--- config.mk ---
export PLATFORM = sky130hd
export DESIGN_NAME = hbb_host_bus_bank
export DESIGN_NICKNAME = d
export VERILOG_FILES = /design/src/hbb_pkg.sv /design/src/hbb_host_bus_bank.sv
export SDC_FILE = /design/constraint.sdc
export NUM_CORES = 1
export LEC_CHECK = 0
export ABC_AREA = 0
export BUFFER_PORTS_ARGS = -buffer_cell sky130_fd_sc_hd__buf_4
export CAP_MARGIN = 10
export CORE_MARGIN = 1
export CORE_UTILIZATION = 35
export DETAILED_ROUTE_END_ITERATION = 16
export MAX_ROUTING_LAYER = met4
export PLACE_DENSITY = 0.64
export SYNTH_ARGS = -nofsm -noshare
export SYNTH_HDL_FRONTEND = slang
export SYNTH_SLANG_ARGS = --single-unit
export TNS_END_PERCENT = 50
--- constraint.sdc ---
create_clock -name clk_sys -period 3.88 [get_ports clk_sys]
set_input_delay 0.97 -clock clk_sys [delete_from_list [all_inputs] [get_ports clk_sys]]
set_output_delay 0.97 -clock clk_sys [all_outputs]
set_load 0.02 [all_outputs]
--- src/hbb_pkg.sv ---
// constants and helpers for the host bus register bank
package hbb_pkg;
    // byte offsets inside the decoded window
    localparam logic [3:0] OFF_BASE = 4'h0;
    localparam logic [3:0] OFF_MAC_LOW = 4'h0;
    localparam logic [3:0] OFF_MAC_MID = 4'h2;
    localparam logic [3:0] OFF_MAC_HIGH = 4'h4;
    localparam logic [3:0] OFF_WATERMARK = 4'h4;
    localparam logic [3:0] OFF_BUS_ERR = 4'h6;
    localparam logic [3:0] OFF_BURST = 4'h8;
    localparam logic [3:0] OFF_BANK_SEL_DW = 4'hC;
    localparam logic [3:0] OFF_BANK_SEL = 4'hE;
    // banks
    localparam logic [5:0] BANK_BASE = 6'h00;
    localparam logic [5:0] BANK_MAC = 6'h02;
    localparam int BANK_W = 6;
    // reset values and writable masks
    localparam logic [15:0] BASE_RESET = 16'h0300;
    localparam logic [15:0] BASE_MASK = 16'hFFE0;
    localparam logic [15:0] WM_MASK = 16'h1000;
    localparam logic [15:0] BURST_MASK = 16'h7000;
    localparam logic [15:0] BANK_MASK = 16'h003F;
    localparam logic [15:0] ZERO16 = 16'h0000;
    // field positions
    localparam int WM_BIT = 12;
    localparam int ERR_BAD_LANE_BIT = 15;
    localparam int ERR_VALUE_LSB = 11;
    localparam int ERR_MIXED_BIT = 10;
    localparam int BURST_LSB = 12;
    localparam int ADDR_CMP_LSB = 5;
    localparam int ADDR_WIN_BIT = 4;
    // watermark sizes in bytes
    localparam logic [11:0] WM_3K_BYTES = 12'hC00;
    localparam logic [11:0] WM_2K_BYTES = 12'h800;
    // burst length codes and beat counts
    localparam logic [2:0] BURST_SINGLE = 3'h0;
    localparam logic [2:0] BURST_4 = 3'h3;
    localparam logic [2:0] BURST_8 = 3'h5;
    localparam logic [2:0] BURST_16 = 3'h7;
    localparam logic [4:0] BEATS_1 = 5'h01;
    localparam logic [4:0] BEATS_4 = 5'h04;
    localparam logic [4:0] BEATS_8 = 5'h08;
    localparam logic [4:0] BEATS_16 = 5'h10;
    // eeprom word map and strap settling
    localparam logic [5:0] EE_WORD_BASE = 6'h00;
    localparam logic [1:0] EE_LAST_IDX = 2'h3;
    localparam logic [1:0] STRAP_SETTLE = 2'h3;

    function automatic logic hbb_be_legal(input logic [3:0] be);
        case (be)
            4'h1, 4'h2, 4'h4, 4'h8, 4'h3, 4'hC, 4'hF: hbb_be_legal = 1'b1;
            default: hbb_be_legal = 1'b0;
        endcase
    endfunction

    function automatic logic [15:0] hbb_merge(input logic [15:0] old, input logic [15:0] wd,
                                              input logic [1:0] be);
        hbb_merge = {be[1] ? wd[15:8] : old[15:8], be[0] ? wd[7:0] : old[7:0]};
    endfunction
endpackage

--- src/hbb_host_bus_bank.sv ---
// host bus register front end: base decode, banks, bus errors, eeprom load
// Summary of operation
// - write-one-to-clear bits clear on a one, stay on a zero.
// - six-bit bank selector picks one of 64 banks, resets to zero.
// - bank selector answers at the same offset in every bank.
// - selector reachable as 32-bit at 0xC, or 16/8-bit at 0xE.
// - 32-bit write at 0xC leaves 0xC and 0xD untouched.
// - with eeprom pin high, base address loads from eeprom word 0.
// - host may rewrite base; the eeprom is never written.
// - with eeprom pin low, base address resets to 0x0300.
// - device selected when address bits 15:8 and 7:5 match base and address bit 4 is zero.
// - watermark bit 12 picks 3 KBytes (0) or 2 KBytes (1).
// - illegal byte enables set error bit 15; host writes one to clear.
// - illegal byte enables captured into bits 14 to 11.
// - simultaneous sync and async transfers set bit 10; one clears.
// - burst field 14-12: single, fixed 4, 8 or 16; resets to zero.
// - bank 1 is reserved except the bank selector.
// - after reset with eeprom pin high, MAC words load from eeprom words 1 onward.
// - eeprom words 1, 2, 3 feed low, middle, high MAC words.
// - MAC register writes never modify the eeprom.
// - middle and high MAC words sit in bank 2 at 0x02 and 0x04.
`timescale 1ns/10ps
module hbb_host_bus_bank (
    input wire logic clk_sys,
    input wire logic arst_n,
    input wire logic eeprom_present_pin,
    input wire logic host_strobe,
    input wire logic host_write,
    input wire logic [15:0] host_addr,
    input wire logic [3:0] host_be,
    input wire logic [31:0] host_wdata,
    input wire logic sync_xfer_active,
    input wire logic async_xfer_active,
    output logic host_ack,
    output logic [31:0] host_rdata,
    output logic ee_rd_req,
    output logic [5:0] ee_rd_addr,
    input wire logic ee_rd_ack,
    input wire logic [15:0] ee_rd_data,
    output logic [5:0] bank_choice_field,
    output logic [11:0] rx_hiwm_bytes,
    output logic [4:0] burst_beats,
    output logic load_done
);
    typedef enum logic [2:0] {
        LD_SETTLE = 3'b001,
        LD_FETCH = 3'b010,
        LD_DONE = 3'b100
    } hbb_load_t;

    logic rst_s1;
    logic rst_n;
    logic pin_s1;
    logic pin_s2;
    logic pin_s3;

    // reset release through two stages
    always_ff @(posedge clk_sys or negedge arst_n) begin
        if (!arst_n) begin
            rst_s1 <= 1'b0;
            rst_n <= 1'b0;
        end else begin
            rst_s1 <= 1'b1;
            rst_n <= rst_s1;
        end
    end

    // strap pin comes from outside, three stages
    always_ff @(posedge clk_sys or negedge rst_n) begin
        if (!rst_n) begin
            pin_s1 <= 1'b0;
            pin_s2 <= 1'b0;
            pin_s3 <= 1'b0;
        end else begin
            pin_s1 <= eeprom_present_pin;
            pin_s2 <= pin_s1;
            pin_s3 <= pin_s2;
        end
    end

    // eeprom loader
    hbb_load_t state;
    hbb_load_t next_state;
    logic [1:0] settle_cnt;
    logic [1:0] next_settle_cnt;
    logic [1:0] word_idx;
    logic [1:0] next_word_idx;
    logic next_ee_rd_req;
    logic [5:0] next_ee_rd_addr;
    logic next_load_done;

    always_comb begin
        next_state = state;
        next_settle_cnt = settle_cnt;
        next_word_idx = word_idx;
        next_ee_rd_req = ee_rd_req;
        next_ee_rd_addr = ee_rd_addr;
        next_load_done = load_done;
        case (state)
            LD_SETTLE: begin
                // strap taken only once the last two stages agree
                if (settle_cnt == hbb_pkg::STRAP_SETTLE && pin_s2 == pin_s3) begin
                    if (pin_s3) begin
                        next_state = LD_FETCH;
                        next_ee_rd_req = 1'b1;
                        next_ee_rd_addr = hbb_pkg::EE_WORD_BASE;
                        next_word_idx = 2'h0;
                    end else begin
                        next_state = LD_DONE;
                        next_load_done = 1'b1;
                    end
                end else if (settle_cnt != hbb_pkg::STRAP_SETTLE) begin
                    next_settle_cnt = settle_cnt + 2'h1;
                end
            end
            LD_FETCH: begin
                if (ee_rd_ack) begin
                    if (word_idx == hbb_pkg::EE_LAST_IDX) begin
                        next_state = LD_DONE;
                        next_ee_rd_req = 1'b0;
                        next_load_done = 1'b1;
                    end else begin
                        next_word_idx = word_idx + 2'h1;
                        next_ee_rd_addr = ee_rd_addr + 6'h01;
                    end
                end
            end
            LD_DONE: begin
                next_ee_rd_req = 1'b0;
            end
            default: begin
                next_state = LD_SETTLE;
                next_ee_rd_req = 1'b0;
                next_load_done = 1'b0;
            end
        endcase
    end

    always_ff @(posedge clk_sys or negedge rst_n) begin
        if (!rst_n) begin
            state <= LD_SETTLE;
            settle_cnt <= 2'h0;
            word_idx <= 2'h0;
            ee_rd_req <= 1'b0;
            ee_rd_addr <= 6'h00;
            load_done <= 1'b0;
        end else begin
            state <= next_state;
            settle_cnt <= next_settle_cnt;
            word_idx <= next_word_idx;
            ee_rd_req <= next_ee_rd_req;
            ee_rd_addr <= next_ee_rd_addr;
            load_done <= next_load_done;
        end
    end

    // register file and bus answer
    logic [15:0] base_address_decode;
    logic [15:0] host_mac_address_low;
    logic [15:0] host_mac_address_middle;
    logic [15:0] host_mac_address_high;
    logic [15:0] rx_watermark_config;
    logic [15:0] bus_error_flags;
    logic [15:0] burst_length_setup;
    logic [15:0] register_bank_selector;
    logic [15:0] next_base;
    logic [15:0] next_mac_low;
    logic [15:0] next_mac_mid;
    logic [15:0] next_mac_high;
    logic [15:0] next_wm;
    logic [15:0] next_err;
    logic [15:0] next_burst;
    logic [15:0] next_bank;
    logic next_host_ack;
    logic [31:0] next_host_rdata;
    logic [11:0] next_rx_hiwm_bytes;
    logic [4:0] next_burst_beats;
    logic hit;
    logic be_ok;
    logic wr;
    logic bank0;
    logic bank2;
    logic [1:0] word;
    logic [31:0] rd_word;
    logic [31:0] lane_mask;
    logic clr_bad;
    logic clr_mixed;
    logic ev_bad;
    logic ev_mixed;

    always_comb begin
        // the eeprom is only ever read, so host writes never reach it
        hit = host_strobe && load_done &&
              host_addr[15:hbb_pkg::ADDR_CMP_LSB] == base_address_decode[15:hbb_pkg::ADDR_CMP_LSB] &&
              !host_addr[hbb_pkg::ADDR_WIN_BIT];
        be_ok = hbb_pkg::hbb_be_legal(host_be);
        wr = hit && host_write && be_ok;
        word = host_addr[3:2];
        bank0 = register_bank_selector[hbb_pkg::BANK_W-1:0] == hbb_pkg::BANK_BASE;
        bank2 = register_bank_selector[hbb_pkg::BANK_W-1:0] == hbb_pkg::BANK_MAC;
        lane_mask = {{8{host_be[3]}}, {8{host_be[2]}}, {8{host_be[1]}}, {8{host_be[0]}}};
        next_base = base_address_decode;
        next_mac_low = host_mac_address_low;
        next_mac_mid = host_mac_address_middle;
        next_mac_high = host_mac_address_high;
        next_wm = rx_watermark_config;
        next_burst = burst_length_setup;
        next_bank = register_bank_selector;
        // eeprom words land in order: base, then MAC low, middle, high
        if (state == LD_FETCH && ee_rd_ack) begin
            case (word_idx)
                2'h0: next_base = ee_rd_data & hbb_pkg::BASE_MASK;
                2'h1: next_mac_low = ee_rd_data;
                2'h2: next_mac_mid = ee_rd_data;
                default: next_mac_high = ee_rd_data;
            endcase
        end
        if (wr) begin
            // upper half only; lanes 1:0 at 0xC/0xD are dropped
            if (word == hbb_pkg::OFF_BANK_SEL_DW[3:2]) begin
                next_bank = hbb_pkg::hbb_merge(register_bank_selector, host_wdata[31:16], host_be[3:2])
                            & hbb_pkg::BANK_MASK;
            end
            if (bank0) begin
                if (word == hbb_pkg::OFF_BASE[3:2]) begin
                    next_base = hbb_pkg::hbb_merge(base_address_decode, host_wdata[15:0], host_be[1:0])
                                & hbb_pkg::BASE_MASK;
                end
                if (word == hbb_pkg::OFF_WATERMARK[3:2]) begin
                    next_wm = hbb_pkg::hbb_merge(rx_watermark_config, host_wdata[15:0], host_be[1:0])
                              & hbb_pkg::WM_MASK;
                end
                if (word == hbb_pkg::OFF_BURST[3:2]) begin
                    next_burst = hbb_pkg::hbb_merge(burst_length_setup, host_wdata[15:0], host_be[1:0])
                                 & hbb_pkg::BURST_MASK;
                end
            end
            if (bank2) begin
                if (word == hbb_pkg::OFF_MAC_LOW[3:2]) begin
                    next_mac_low = hbb_pkg::hbb_merge(host_mac_address_low, host_wdata[15:0], host_be[1:0]);
                    next_mac_mid = hbb_pkg::hbb_merge(host_mac_address_middle, host_wdata[31:16],
                                                      host_be[3:2]);
                end
                if (word == hbb_pkg::OFF_MAC_HIGH[3:2]) begin
                    next_mac_high = hbb_pkg::hbb_merge(host_mac_address_high, host_wdata[15:0],
                                                       host_be[1:0]);
                end
            end
        end
        // error flags: set beats a clear in the same cycle
        ev_bad = hit && !be_ok;
        ev_mixed = sync_xfer_active && async_xfer_active;
        clr_bad = wr && bank0 && word == hbb_pkg::OFF_BUS_ERR[3:2] && host_be[3] &&
                  host_wdata[16 + hbb_pkg::ERR_BAD_LANE_BIT];
        clr_mixed = wr && bank0 && word == hbb_pkg::OFF_BUS_ERR[3:2] && host_be[3] &&
                    host_wdata[16 + hbb_pkg::ERR_MIXED_BIT];
        next_err = bus_error_flags;
        next_err[hbb_pkg::ERR_BAD_LANE_BIT] = ev_bad ||
            (bus_error_flags[hbb_pkg::ERR_BAD_LANE_BIT] && !clr_bad);
        next_err[hbb_pkg::ERR_MIXED_BIT] = ev_mixed ||
            (bus_error_flags[hbb_pkg::ERR_MIXED_BIT] && !clr_mixed);
        if (ev_bad) begin
            next_err[hbb_pkg::ERR_VALUE_LSB +: 4] = host_be;
        end
        // read mux; unmapped and reserved bits give zero
        rd_word = 32'h0000_0000;
        case (word)
            2'h0: begin
                if (bank0) begin
                    rd_word = {hbb_pkg::ZERO16, base_address_decode};
                end else if (bank2) begin
                    rd_word = {host_mac_address_middle, host_mac_address_low};
                end
            end
            2'h1: begin
                if (bank0) begin
                    rd_word = {bus_error_flags, rx_watermark_config};
                end else if (bank2) begin
                    rd_word = {hbb_pkg::ZERO16, host_mac_address_high};
                end
            end
            2'h2: begin
                if (bank0) begin
                    rd_word = {hbb_pkg::ZERO16, burst_length_setup};
                end
            end
            default: rd_word = {register_bank_selector, hbb_pkg::ZERO16};
        endcase
        next_host_ack = hit;
        next_host_rdata = (hit && !host_write && be_ok) ? (rd_word & lane_mask) : 32'h0000_0000;
        next_rx_hiwm_bytes = next_wm[hbb_pkg::WM_BIT] ? hbb_pkg::WM_2K_BYTES : hbb_pkg::WM_3K_BYTES;
        // undocumented codes fall back to single transfers
        case (next_burst[hbb_pkg::BURST_LSB +: 3])
            hbb_pkg::BURST_4: next_burst_beats = hbb_pkg::BEATS_4;
            hbb_pkg::BURST_8: next_burst_beats = hbb_pkg::BEATS_8;
            hbb_pkg::BURST_16: next_burst_beats = hbb_pkg::BEATS_16;
            hbb_pkg::BURST_SINGLE: next_burst_beats = hbb_pkg::BEATS_1;
            default: next_burst_beats = hbb_pkg::BEATS_1;
        endcase
    end

    always_ff @(posedge clk_sys or negedge rst_n) begin
        if (!rst_n) begin
            base_address_decode <= hbb_pkg::BASE_RESET;
            host_mac_address_low <= hbb_pkg::ZERO16;
            host_mac_address_middle <= hbb_pkg::ZERO16;
            host_mac_address_high <= hbb_pkg::ZERO16;
            rx_watermark_config <= hbb_pkg::ZERO16;
            bus_error_flags <= hbb_pkg::ZERO16;
            burst_length_setup <= hbb_pkg::ZERO16;
            register_bank_selector <= hbb_pkg::ZERO16;
            host_ack <= 1'b0;
            host_rdata <= 32'h0000_0000;
            rx_hiwm_bytes <= hbb_pkg::WM_3K_BYTES;
            burst_beats <= hbb_pkg::BEATS_1;
        end else begin
            base_address_decode <= next_base;
            host_mac_address_low <= next_mac_low;
            host_mac_address_middle <= next_mac_mid;
            host_mac_address_high <= next_mac_high;
            rx_watermark_config <= next_wm;
            bus_error_flags <= next_err;
            burst_length_setup <= next_burst;
            register_bank_selector <= next_bank;
            host_ack <= next_host_ack;
            host_rdata <= next_host_rdata;
            rx_hiwm_bytes <= next_rx_hiwm_bytes;
            burst_beats <= next_burst_beats;
        end
    end

    assign bank_choice_field = register_bank_selector[hbb_pkg::BANK_W-1:0];
endmodule

==> key figures <==
Pwr
  – Total Power: 4.17 mW
  – Sw frac: 27.0%
  – Clock power share: 40.9%
  – Cell area power density: 477 nW/um^2
  – VDD IR-drop max: 0.231 mV
  – Seq pwr share: 42.9%
  – Combinational Power Share: 16.2%
  – Internal Pwr Total: 3.04 mW
  – Lkg Pwr: 4.02 nW
  – Switching pwr: 1.12 mW

Synth
  – Ys async rst share: 100%
  – Count of state elements after synthesis: 138
  – Synth top area share: 48.0%
  – Number of synthesized flops with an enable pin: 0
  – Yosys top cell by area: dfrtp_1
  – Unique masters post-synth: 55
  – Mean Syn Cell Area: 9.71 um^2
  – Mapped Area: 6930 um^2
  – Synth top area cells: dfrtp_1 (48%), nand2_1 (6.9%), a21oi_1 (4.8%)
  – Top FF cell, synth: dfrtp_1
  – Post-Syn Instances: 714
  – Seq/Total Area, Yosys: 49.9%
  – Synth Warn #: 0

CTS
  – Root Buffer: clkbuf_16
  – Clock sink count: 138
  – H-Tree Depth: 4
  – PostCTS Resize Cnt: 0
  – Worst skew pair latency: 420 ps
  – CTS buffer count: 17
  – Hold-fix buffers at CTS: 0
  – CTS tree: done
  – # Post-CTS Setup Buffers: 0
  – Clock transition at path regs: 60 ps
  – Clk buf depth: 2

Finish
  – Leading cell type in the layout, fill and taps excluded: buf_4
  – Layout cells sized above 1: 28.8%
  – Ant. Diodes: 0
  – P&R area growth vs syn: 25.9%
  – Layout net count: 916
  – Most frequent cells in the layout: buf_4 (135), dfrtp_1 (132), nand2_1 (127)
  – Filler cells: 1836

Die
  – Core Rows: 51
  – Initial Utilization: 35.6%
  – # IOs: 140
  – Core footprint: 19500 um^2
  – Die area: 20400 um^2
  – Die Width: 143 um
  – Die H: 143 um

Setup path
  – Worst Setup End Kind: register
  – Critical Path RT: 4180 ps
  – Startpoint types: input port
  – Worst Path Arrival: 3240 ps
  – CP Max Fanout: 15
  – Crit path kind: in2reg

Global route
  – Initial antenna violation count: 0
  – Number of global-route vias before repair: 5593
  – GRT Total Usage: 21.0%
  – Largest net degree at the start of global routing: 80
  – First-pass GRT wire length: 31.2 mm
  – Total gr overflow: 0

Route
  – Initial DRT Pass Iterations: 5
  – Routed len/inst: 17.9 um
  – Vias/cell: 5.19
  – Via count: 5771
  – Initial DRC Count: 493
  – Post-route DRC: 0
  – Detail Route Antenna Nets: 0
  – WL final: 19.9 mm

Timing
  – Fin. max-slew vios: 0
  – Fin Setup TNS: 0 ps
  – Clk_skew: 11.3 ps
  – Final cycle utilization of the critical path: 75.9%
  – Final Hold Fails: 0
  – Max frequency: 340 MHz
  – Final Setup Violations: 0
  – Slew @ Worst Pin: 1090 ps
  – Unrepaired setup endpoints after global routing: no
  – Period minus WS final: 2950 ps
  – Relative slew slack: 27.4%

Flow run
  – MaxCap Viol Count: 0

Placed design
  – DP HPWL: 13.9 mm
  – Port Buf Inserts: 125
  – Routability cong.: 0.843

Hold path
  – Worst hold path class: in2async

Outcome
  – Outcome: complete, no violations
## kinds of logic (layout without fill, tap and decap cells)
| kind of cell | Yosys count | after routing | share of synthesized area, % |
|---|---|---|---|
| adders and majority gates | 7 | 7 | 1.26 |
| buffers and inverters | 53 | 174 | 3.75 |
| AOI/OAI and AO/OA | 148 | 148 | 14.6 |
| other | 2 | 13 | 0.108 |
| xor gates and xnor gates | 18 | 18 | 2.27 |
| and+or+nand+nor | 313 | 313 | 22.8 |
| muxes | 35 | 35 | 5.29 |
| DFF | 138 | 138 | 49.9 |
## routing by layer
metal	GRT usage, %	up-vias	share of wire, %
met5	-	-	0
met4	6.62	0	1.6
met3	3.55	26	5.7
met2	31.7	198	47
met1	28.6	2838	46
li1	-	2709	-
## area by class of cell
cell class / instances / area, um^2 / area share (%)
clock buffer: 22 / 484 / 5.55
clock inverter: 10 / 139 / 1.59
inverter: 6 / 22.5 / 0.258
multi-input combinational: 534 / 3260 / 37.3
sequential: 138 / 3460 / 39.7
tap: 265 / 332 / 3.80
timing repair buffer: 136 / 1030 / 11.8
## synthesized netlist by cell type (3+ instances only)
master,number
nand2_1,127
or2_2,32
o21ai_0,22
ha_1,7
xor2_1,5
dfstp_2,5
mux2i_1,22
buf_4,14
and2_1,32
clkbuf_1,24
inv_1,5
or2_1,10
o21a_1,4
nand3b_1,3
buf_2,7
xnor2_1,13
mux2_2,13
nand3_1,8
nor3_1,5
nand4_1,16
dfrtp_1,133
a21oi_1,66
a22oi_1,11
a221o_1,16
and3_1,13
nor2_1,41
o221a_2,15
and4_1,5
## through the flow
stage / utilization, % / std cells / setup slack (ps) / instance area (um^2) / hold slack, ps
global placement: 41.7 / 1079 / 625 / 8110 / 334
floorplan: - / 725 / 1010 / 6980 / 331
CTS: 44.9 / 1111 / 1010 / 8730 / 315
finish: 44.9 / 1111 / 935 / 8730 / 327
detailed placement: 41.7 / 1079 / 553 / 8110 / 335
global route: 44.9 / 1111 / 803 / 8730 / 316
## registers in the layout, indices dropped and copies added (netlist names), 4 cells and up
name / count
base_address_decode: 16
ee_rd_addr: 6
host_rdata: 32
host_mac_address_middle: 16
host_mac_address_low: 16
burst_beats: 4
host_mac_address_high: 16
bus_error_flags: 6
register_bank_selector: 6
## final timing paths
| check | start | to | slack (ps) | cells after the start |
|---|---|---|---|---|
| max | host_be[3] | host_mac_address_middle[15] | 930 | 7 |
| min | arst_n | rst_n | 330 | 1 |
| max reg2reg | register_bank_selector[3] | host_mac_address_low[5] | 1100 | 6 |
| min reg2reg | pin_s1 | pin_s2 | 350 | 0 |
| max in group asynchronous | rst_n | host_rdata[2] | 2570 | 1 |
| min in group clk_sys | pin_s1 | pin_s2 | 350 | 0 |
## worst max-delay path: stages
cell and delay (ps):
buf_4 150, nor2_1 160, mux2i_1 380, a2111oi_4 130, a21oi_1 850, a21oi_2 210
a221o_1 370
## power by group through the flow
stage	combinational [mW]	clock (mW)	sequential [mW]
after detailed placement	0.676	0	1.81
after global placement	0.667	0	1.80
after global routing	0.752	1.78	1.81
final	0.676	1.70	1.79
after CTS	0.680	1.73	1.79
after floorplan	0.451	0	1.80
Power figures use the tool's default switching activity.
